$ cat config.mk
export PLATFORM = sky130hd
export DESIGN_NAME = lpmc_top
export DESIGN_NICKNAME = d
export VERILOG_FILES = /design/src/verilog/lpmc_pkg.sv /design/src/verilog/lpmc_top.sv
export VERILOG_INCLUDE_DIRS = /design/src /design/src/verilog
export SDC_FILE = /design/constraint.sdc
export NUM_CORES = 1
export LEC_CHECK = 0
export BUFFER_PORTS_ARGS = -buffer_cell sky130_fd_sc_hd__buf_2
export CORE_MARGIN = 2
export CORE_UTILIZATION = 25
export CTS_CLUSTER_DIAMETER = 50
export DETAILED_ROUTE_END_ITERATION = 8
export PLACE_DENSITY = 0.59
export RECOVER_POWER = 25
export REMOVE_ABC_BUFFERS = 1
export SETUP_SLACK_MARGIN = 0.4
export SYNTH_ARGS = -nofsm -noshare
export SYNTH_HDL_FRONTEND = slang
export SYNTH_SLANG_ARGS = --single-unit
$ cat constraint.sdc
create_clock -name core_clk_in -period 1.48 [get_ports core_clk_in]
set_input_delay 0.074 -clock core_clk_in [delete_from_list [all_inputs] [get_ports core_clk_in]]
set_output_delay 0.074 -clock core_clk_in [all_outputs]
set_load 0.03 [all_outputs]
$ cat src/verilog/lpmc_regs.svh
`ifndef LPMC_REGS_SVH
`define LPMC_REGS_SVH
// ---------------------------------------------
// register map (byte addresses)
// ---------------------------------------------
`define LPMC_ADDR_W 4
`define LPMC_OFS_CTRL 4'h0
`define LPMC_OFS_STATUS 4'h4
`define LPMC_OFS_PINS 4'h8
// ---------------------------------------------
// control field positions
// ---------------------------------------------
`define LPMC_CTRL_VLP_BIT 0
`define LPMC_CTRL_STOPSEL_LO 1
`define LPMC_CTRL_STOPSEL_HI 2
`define LPMC_CTRL_DCDC_CONT_BIT 3
`define LPMC_CTRL_INT_OSC_BIT 4
`define LPMC_CTRL_RESET 5'h00
// ---------------------------------------------
// stop variant selector codes
// ---------------------------------------------
`define LPMC_STOPSEL_NORMAL 2'h0
`define LPMC_STOPSEL_BUS_ALIVE 2'h1
`define LPMC_STOPSEL_BUS_GATED 2'h2
// ---------------------------------------------
// pin hold register and timing
// ---------------------------------------------
`define LPMC_PIN_W 8
`define LPMC_PINS_RESET 16'h0000
`define LPMC_CLK_HZ 100000000
`define LPMC_FLASH_SLOW_HZ 1000000
`define LPMC_FLASH_DIV (`LPMC_CLK_HZ / `LPMC_FLASH_SLOW_HZ)
`define LPMC_DIV_W 7
`endif

$ cat src/verilog/lpmc_pkg.sv
package lpmc_pkg;
   typedef enum logic [2:0] {
      LPMC_ST_RUN,
      LPMC_ST_WAIT,
      LPMC_ST_STOP,
      LPMC_ST_PSTOP_BUS_ALIVE,
      LPMC_ST_PSTOP_BUS_GATED,
      LPMC_ST_WAKE
   } lpmc_state_e;
endpackage : lpmc_pkg

$ cat src/verilog/lpmc_top.sv
`timescale 1ns/10ps
`include "lpmc_regs.svh"
// Summary of operation
// wfi enters wait when deep sleep select clear, stop when set
// normal run and very low power run each own their wait and stop
// pin level and direction held unchanged in every low power mode
// normal wait gates core clock only; interrupt returns to run
// normal stop freezes logic, keeps registers and voltage detect
// bus alive partial stop gates core and system clocks, bus runs
// bus alive partial stop keeps bus masters and slaves running
// bus gated partial stop gates all clocks, bus parties stop
// partial stops keep clock generator and regulator in run modes
// very low power run: 1MHz flash, low power regulator, detect off
// very low power run may select internal 4 MHz oscillator
// very low power run or wait disable biasing with continuous dcdc
// very low power run allows radio only with continuous dcdc
// very low power wait keeps run settings and gates core clock
// normal run permits radio with full performance clocks
// interrupt wake returns to entry run mode, clocks before core
module lpmc_top
   import lpmc_pkg::*;
(
   input wire logic core_clk_in, // system clock
   input wire logic sys_rst_in, // synchronous reset, high
   input wire logic clk_en_in, // freezes all state when low
   input wire logic [`LPMC_ADDR_W-1:0] avs_address_in, // byte address
   input wire logic avs_read_in, // read request
   input wire logic avs_write_in, // write request
   input wire logic [31:0] avs_writedata_in, // write data
   output logic [31:0] avs_readdata_out, // read data
   output logic avs_waitrequest_out, // stall
   input wire logic wait_for_interrupt_instr_in, // core sleep pulse
   input wire logic deep_sleep_select_in, // core deep sleep bit
   input wire logic irq_in, // pending interrupt level
   output logic core_clk_en_out, // core clock gate enable
   output logic sys_clk_en_out, // system clock gate enable
   output logic bus_clk_en_out, // bus clock gate enable
   output logic bus_stop_req_out, // bus masters/slaves stop
   output logic static_freeze_out, // logic held static
   output logic low_voltage_detect_en_out, // voltage detector on
   output logic reg_low_power_out, // regulator low power
   output logic clkgen_run_out, // clock generator kept running
   output logic flash_tick_out, // flash access enable
   output logic int_osc_sel_out, // internal 4 MHz source for core
   output logic bias_en_out, // biasing enabled
   output logic radio_en_out, // radio permitted
   output logic [`LPMC_PIN_W-1:0] pin_level_out, // held pin levels
   output logic [`LPMC_PIN_W-1:0] pin_dir_out, // held pin directions
   output logic [2:0] state_out, // current power state
   output logic vlp_out // very low power run family
);
   // ---------------------------------------------
   // declarations
   // ---------------------------------------------
   lpmc_state_e state;
   lpmc_state_e next_state;
   logic vlp; // active run mode family
   logic [4:0] ctrl;
   logic [`LPMC_DIV_W-1:0] flash_div;
   logic bus_req;
   logic bus_done;
   logic ctrl_vlp;
   logic [1:0] ctrl_stopsel;
   logic ctrl_dcdc_cont;
   logic awake;

   // control field extraction
   assign ctrl_vlp = ctrl[`LPMC_CTRL_VLP_BIT];
   assign ctrl_stopsel = ctrl[`LPMC_CTRL_STOPSEL_HI:`LPMC_CTRL_STOPSEL_LO];
   assign ctrl_dcdc_cont = ctrl[`LPMC_CTRL_DCDC_CONT_BIT];
   assign bus_req = avs_read_in | avs_write_in;
   assign bus_done = bus_req & ~avs_waitrequest_out;
   assign awake = (state == LPMC_ST_RUN);

   // ---------------------------------------------
   // helper functions
   // ---------------------------------------------
   // stop variant chosen for a deep sleep request
   function automatic lpmc_state_e stop_target(input logic [1:0] sel);
      lpmc_state_e t;
      t = LPMC_ST_STOP;
      if (sel == `LPMC_STOPSEL_BUS_ALIVE) begin
         t = LPMC_ST_PSTOP_BUS_ALIVE;
      end else if (sel == `LPMC_STOPSEL_BUS_GATED) begin
         t = LPMC_ST_PSTOP_BUS_GATED;
      end
      return t;
   endfunction : stop_target

   // register read mux
   function automatic logic [31:0] read_mux(input logic [`LPMC_ADDR_W-1:0] a);
      logic [31:0] d;
      d = 32'h00000000;
      if (a == `LPMC_OFS_CTRL) begin
         d = {27'h0000000, ctrl};
      end else if (a == `LPMC_OFS_STATUS) begin
         d = {24'h000000, radio_en_out, bias_en_out, low_voltage_detect_en_out,
              vlp, 1'b0, state};
      end else if (a == `LPMC_OFS_PINS) begin
         d = {16'h0000, pin_dir_out, pin_level_out};
      end
      return d;
   endfunction : read_mux

   // ---------------------------------------------
   // power state machine
   // ---------------------------------------------
   // next state from sleep requests and interrupts
   always_comb begin
      next_state = state;
      case (state)
         LPMC_ST_RUN: begin
            if (wait_for_interrupt_instr_in) begin
               if (deep_sleep_select_in) begin
                  next_state = stop_target(ctrl_stopsel);
               end else begin
                  next_state = LPMC_ST_WAIT;
               end
            end
         end
         LPMC_ST_WAIT, LPMC_ST_STOP, LPMC_ST_PSTOP_BUS_ALIVE,
         LPMC_ST_PSTOP_BUS_GATED: begin
            if (irq_in) begin
               next_state = LPMC_ST_WAKE;
            end
         end
         LPMC_ST_WAKE: begin
            next_state = LPMC_ST_RUN;
         end
         default: begin
            next_state = LPMC_ST_RUN;
         end
      endcase
   end

   // state register
   always_ff @(posedge core_clk_in) begin
      if (sys_rst_in) begin
         state <= LPMC_ST_RUN;
      end else if (clk_en_in) begin
         state <= next_state;
      end
   end

   // run family switches only while awake, so wait/stop return to it
   always_ff @(posedge core_clk_in) begin
      if (sys_rst_in) begin
         vlp <= 1'b0;
      end else if (clk_en_in && awake && next_state == LPMC_ST_RUN) begin
         vlp <= ctrl_vlp;
      end
   end

   // ---------------------------------------------
   // clock gates and power controls
   // ---------------------------------------------
   // gates follow the next state so they change with the state
   always_ff @(posedge core_clk_in) begin
      if (sys_rst_in) begin
         core_clk_en_out <= 1'b1;
         sys_clk_en_out <= 1'b1;
         bus_clk_en_out <= 1'b1;
         bus_stop_req_out <= 1'b0;
         static_freeze_out <= 1'b0;
         clkgen_run_out <= 1'b1;
      end else if (clk_en_in) begin
         core_clk_en_out <= (next_state == LPMC_ST_RUN);
         sys_clk_en_out <= (next_state == LPMC_ST_RUN) ||
                           (next_state == LPMC_ST_WAIT) ||
                           (next_state == LPMC_ST_WAKE);
         bus_clk_en_out <= (next_state != LPMC_ST_STOP) &&
                           (next_state != LPMC_ST_PSTOP_BUS_GATED);
         bus_stop_req_out <= (next_state == LPMC_ST_STOP) ||
                             (next_state == LPMC_ST_PSTOP_BUS_GATED);
         static_freeze_out <= (next_state == LPMC_ST_STOP);
         clkgen_run_out <= (next_state != LPMC_ST_STOP);
      end
   end

   // regulator, detector and bias follow the run family; radio also needs the next state to be run
   always_ff @(posedge core_clk_in) begin
      if (sys_rst_in) begin
         low_voltage_detect_en_out <= 1'b1;
         reg_low_power_out <= 1'b0;
         int_osc_sel_out <= 1'b0;
         bias_en_out <= 1'b1;
         radio_en_out <= 1'b1;
      end else if (clk_en_in) begin
         low_voltage_detect_en_out <= ~vlp;
         reg_low_power_out <= vlp;
         int_osc_sel_out <= vlp & ctrl[`LPMC_CTRL_INT_OSC_BIT];
         bias_en_out <= ~(vlp & ctrl_dcdc_cont);
         radio_en_out <= (next_state == LPMC_ST_RUN) &&
                         (~vlp || ctrl_dcdc_cont);
      end
   end

   // flash access slowed to 1MHz in very low power run
   always_ff @(posedge core_clk_in) begin
      if (sys_rst_in) begin
         flash_div <= '0;
         flash_tick_out <= 1'b1;
      end else if (clk_en_in) begin
         if (!vlp || flash_div == `LPMC_DIV_W'(`LPMC_FLASH_DIV - 1)) begin
            flash_div <= '0;
         end else begin
            flash_div <= flash_div + `LPMC_DIV_W'(1);
         end
         flash_tick_out <= ~vlp || (flash_div == '0);
      end
   end

   // ---------------------------------------------
   // avalon slave and registers
   // ---------------------------------------------
   // one stall cycle per request, then a one-cycle answer
   always_ff @(posedge core_clk_in) begin
      if (sys_rst_in) begin
         avs_waitrequest_out <= 1'b1;
         avs_readdata_out <= 32'h00000000;
      end else if (clk_en_in) begin
         if (bus_req && avs_waitrequest_out) begin
            avs_waitrequest_out <= 1'b0;
            avs_readdata_out <= read_mux(avs_address_in);
         end else begin
            avs_waitrequest_out <= 1'b1;
         end
      end
   end

   // control register
   always_ff @(posedge core_clk_in) begin
      if (sys_rst_in) begin
         ctrl <= `LPMC_CTRL_RESET;
      end else if (clk_en_in && bus_done && avs_write_in &&
                   avs_address_in == `LPMC_OFS_CTRL) begin
         ctrl <= avs_writedata_in[4:0];
      end
   end

   // pin states change only while awake in a run mode
   always_ff @(posedge core_clk_in) begin
      if (sys_rst_in) begin
         {pin_dir_out, pin_level_out} <= `LPMC_PINS_RESET;
      end else if (clk_en_in && awake && bus_done && avs_write_in &&
                   avs_address_in == `LPMC_OFS_PINS) begin
         {pin_dir_out, pin_level_out} <= avs_writedata_in[15:0];
      end
   end

   // status mirrors
   always_ff @(posedge core_clk_in) begin
      if (sys_rst_in) begin
         state_out <= 3'h0;
         vlp_out <= 1'b0;
      end else if (clk_en_in) begin
         state_out <= next_state;
         vlp_out <= vlp;
      end
   end
endmodule : lpmc_top

# Word level (Yosys, flattened, before mapping)
# Cells that the tools add are included.
# W data, S select, Z words.
# word_totals
latch_bits,0
out_inout_bits,65
elab_cells,78
mem_count,0
mem_bits_rw,0
register_bits,77
in_bits,44
romBits,0
# op_classes
mul,0
addsub,1
n_mux,11
eq_ne,15
magnitude_cmp,0
n_bitwise,7
shift,0
div_mod_pow,0
reduce_logical,24
# ops
op,n
$mux W16,3
$mux W3,5
$logic_and A1 B1 Y1,11
$eq A3 B2 Y1 const B,3
$eq A3 B3 Y1 const B,3
$add A7 B1 Y7 const B,1
$eq A7 B7 Y1 const B,1
$logic_not A7 Y1,1
$mux W7,1
$eq A3 B1 Y1 const B,2
$logic_not A3 Y1,2
$logic_or A1 B1 Y1,6
$pmux W3 S2,1
$eq A4 B3 Y1 const B,1
$eq A4 B4 Y1 const B,1
$logic_not A4 Y1,1
$reduce_or A4 Y1,1
$and A1 B1 Y1,3
$ne A3 B2 Y1 const B,1
$ne A3 B3 Y1 const B,1
$not A1 Y1,3
$eq A2 B1 Y1 const B,1
$eq A2 B2 Y1 const B,1
$reduce_and A2 Y1,1
3 further kinds,3

# Longest topological paths before layout
# depth
depth_word,9
mapped_depth,8
depth_no_buf,6

# Worst setup path before layout
# Ideal clock, no wire load.
# synth_path
path_type,reg-to-reg
startpoint,reg state_out[0] (netlist name)
endpoint,reg radio_en_out
slack_ns,-0.170
t_arrival_ns,1.528
required_time_ns,1.358
setup_time_ns,0.122
stages_incl_launch_ff,6
cell_sequence,dfxtp_1 -> buf_2 -> o21a_1 -> a311oi_4 -> a21oi_1 -> a221o_1
# synth_rtl
element,line,rtl
to (signal assigned),lpmc_top.sv:193,radio_en_out <= (next_state == LPMC_ST_RUN) &&
to (decl),lpmc_top.sv:46,"output logic radio_en_out,"

==> out/results.ini <==
[global_route]
grt_util_all_layers_pct=14.5
grt_pass1_wl_um=13100
antenna_found_initial=0
global_route.usage.met1_pct=18.4
first_global_vias=2653
grt_start_max_net_pins=50
grt.busiest_layer=met2
met3_usage_pct=4.36
met2_usage_pct=22.5
grt.overflow.total=0

[sta]
worst_slack_ns=-0.0467
rsz0062_at_grt=true
finalCritPeriodShare_pct=103
relSlewSlack_pct=54.4
finalHoldViolCount=0
slew_viol_final=0
max_freq_mhz=655
period_needed_ns=1.53
fin_worst_skew_ns=0.0103
worst_slew_pin_slew_ns=0.678
holdWs_ns=0.00590
setup_viol=10

[clock_network]
cts_made_buffers=9
cts_tree=yes
clkLatencyLatePin_ns=0.34
h-tree-depth=3
cts_hold_buf=14
clock_sinks=61
cts-root-buf=clkbuf_8
clockBufferDepth=2
clk_pin_slew_ns=0.07

[floorplan]
num_rows=38
core_area_um2=10700
die_width_um=109
io_pins=109
start_util_pct=25.5
die_y_um=109
design.die.area_um2=11800

[cells_and_area]
multi_input_area_um2=1610
ff_latch_area_um2=1240
nets=494
antenna_cells=0
fillerInstances=1083
syn_to_final_growth_pct=57.1
layout.cells.non_filler=593
layout-drive-gt1-share_pct=45.0

[placement]
port_buffers=76
dp.cells=540
place_congestion=0.762
place_hpwl_um=5650

[critical_path]
critPathArrivalTime_ns=1.78
slowest_delay_ns=0.37
cp.required_ns=1.74
cp_max_fo=8
start_kind=flop
cp-end-kind=flop
crit_type=reg2reg
cpMaxStageDelayCell=dfxtp_4
worstPathCellList=buf_6 > nor3_4 > and4_4 > clkbuf_16 > nand2_2 > a21oi_1
critPathTopFamily=simple AND/OR/NAND/NOR gates
path_buf_inv=2

[detailed_routing]
finalWirelength_um=8660
firstDrtPassIters=4
drc=0
ant_nets=0
viasPerCell=4.66
routedWlPerCell_um=14.6
vias=2766
drt_first_iter_violations=116

[yosys]
avgSynthCellArea_um2=8.64
synth_top_family_by_area=compound AO/OA/AOI/OAI gates
synth_flop_cell=dfxtp_1
async_flop_share_pct=0
syn-cell-area_um2=2740
ys_types=49
muxShareOfSynthArea_pct=1.83
synth_compound_area_share_pct=20.7
synthAdderAreaFrac_pct=0.914
yosys-top-cells-count=61 x dfxtp_1, 55 x nand2_1, 30 x a21oi_1
synthCells=317
synth_top_area_share_pct=44.6
yosysMostFrequentCell=dfxtp_1
ys_seq_area_share_pct=44.6
synthSimpleGateAreaFrac_pct=20.3
yosys_warnings=0
synth_edf_count=0
ys_ff_latch=61
synth_xor_area_share_pct=1.60
synth.area.top_cells=dfxtp_1 45%, nand2_1 7.5%, a21oi_1 5.5%, buf_4 5.5%, a22oi_1 4.1%
yosysTopAreaCell=dfxtp_1

[power_and_ir_drop]
peakVddDrop_uv=476
power_density_nw_per_um2=889
cellLeakagePower_nw=1.68
power_mw=3.83

[hold_path]
min_path_type=in2reg

[status]
violations=setup timing
status=complete, but fails checks

[job]
drv_cap=0

-- repair_timing --
item | CTS | global route
setup buffers | 16 | 5
cloned | 1 | 1
pin swaps | 28 | 41
endpoints found under the setup margin | 60 | 62
endpoints found under the hold margin | 14 | 1
gates resized for setup | 60 | 61
-- cells in the final DEF (no fill, tap or decap), drive strengths merged, types with 2 or more instances in the layout --
cell type and count:
a2111oi 2, a211oi 2, a21oi 30, a221o 2, a22o 3, a22oi 15, a31oi 2, and4 2
buf 108, clkbuf 32, clkinv 2, conb 16, dfxtp 61, dlygate4sd3 14, ha 2, inv 11
mux2i 5, nand2 55, nand2b 3, nand3 11, nand4 3, nor2 25, nor2b 3, nor3 6
o21a 2, o21ai 7, o2bb2ai 4, o311ai 2, xnor2 2, xor2 3
-- cell families after synthesis --
logic type                 after synthesis
xor gates and xnor gates                 5
buffers and inverters                   48
DFF                                     61
adders and majority gates                2
muxes                                    5
AOI/OAI and AO/OA                       79
other                                    1
and+or+nand+nor                        116
-- stage by stage --
step                util (%)  setup slack [ns]  instance area, µm²  TNS, ns
finish                  40.0           -0.0467                4300   -0.206
global route            40.0           -0.0988                4300    -1.17
CTS                     37.8            0.0523                4070        0
detailed placement      31.2            -0.104                3350   -0.896
global placement        31.2           -0.0657                3350   -0.854
floorplan                  -            -0.378                2560    -8.46
-- worst register-to-register path: cells and delay by family, from the launching register on --
kind                   cells  cell delay, ns
AO/OA/AOI/OAI              1            0.12
buffers and inverters      2            0.30
AND/OR/NAND/NOR            3            0.66
flip-flops                 1            0.37
-- layout make-up --
cell class | instances | area share, %
Multi-Input combinational cell | 223 | 37.4
Sequential cell | 61 | 28.8
Timing Repair Buffer | 142 | 24.3
Tap cell | 140 | 4.07
Clock buffer | 12 | 3.37
Clock inverter | 4 | 1.11
Inverter | 11 | 0.960
-- path summary, 6_finish.rpt --
path                               startpoint                            end  slack, ns  depth (start not counted)
hold reg to reg   flash_tick_out$_SDFFE_PP1P_    flash_tick_out$_SDFFE_PP1P_       0.46                          2
hold / removal            avs_writedata_in[0]  pin_level_out[0]$_SDFFE_PP0P_      0.006                          3
setup / recovery    state_out[1]$_SDFFE_PP0P_    pin_dir_out[6]$_SDFFE_PP0P_      -0.05                          6
setup reg to reg    state_out[1]$_SDFFE_PP0P_    pin_dir_out[6]$_SDFFE_PP0P_      -0.05                          6
-- state kept, by name (all words and copies together) (netlist names), 3 cells and up --
| register | count |
|---|---|
| avs_readdata_out | 16 |
| pin_dir_out | 8 |
| pin_level_out | 8 |
| flash_div | 7 |
| ctrl | 5 |
| state_out | 3 |
-- routing by layer --
metal  wire (µm)  vias to the layer above
met5           0                        -
met4         155                        0
met3         639                       15
met2        4040                       80
met1        3820                     1339
li1            -                     1332
-- power by group --
part	internal, mW	total (mW)	switching [mW]
Clock	0.819	1.46	0.644
Sequential	1.67	1.70	0.0353
Combinational	0.289	0.660	0.371
Total	2.78	3.83	1.05
Note: power is estimated with default switching activity, not from simulation.
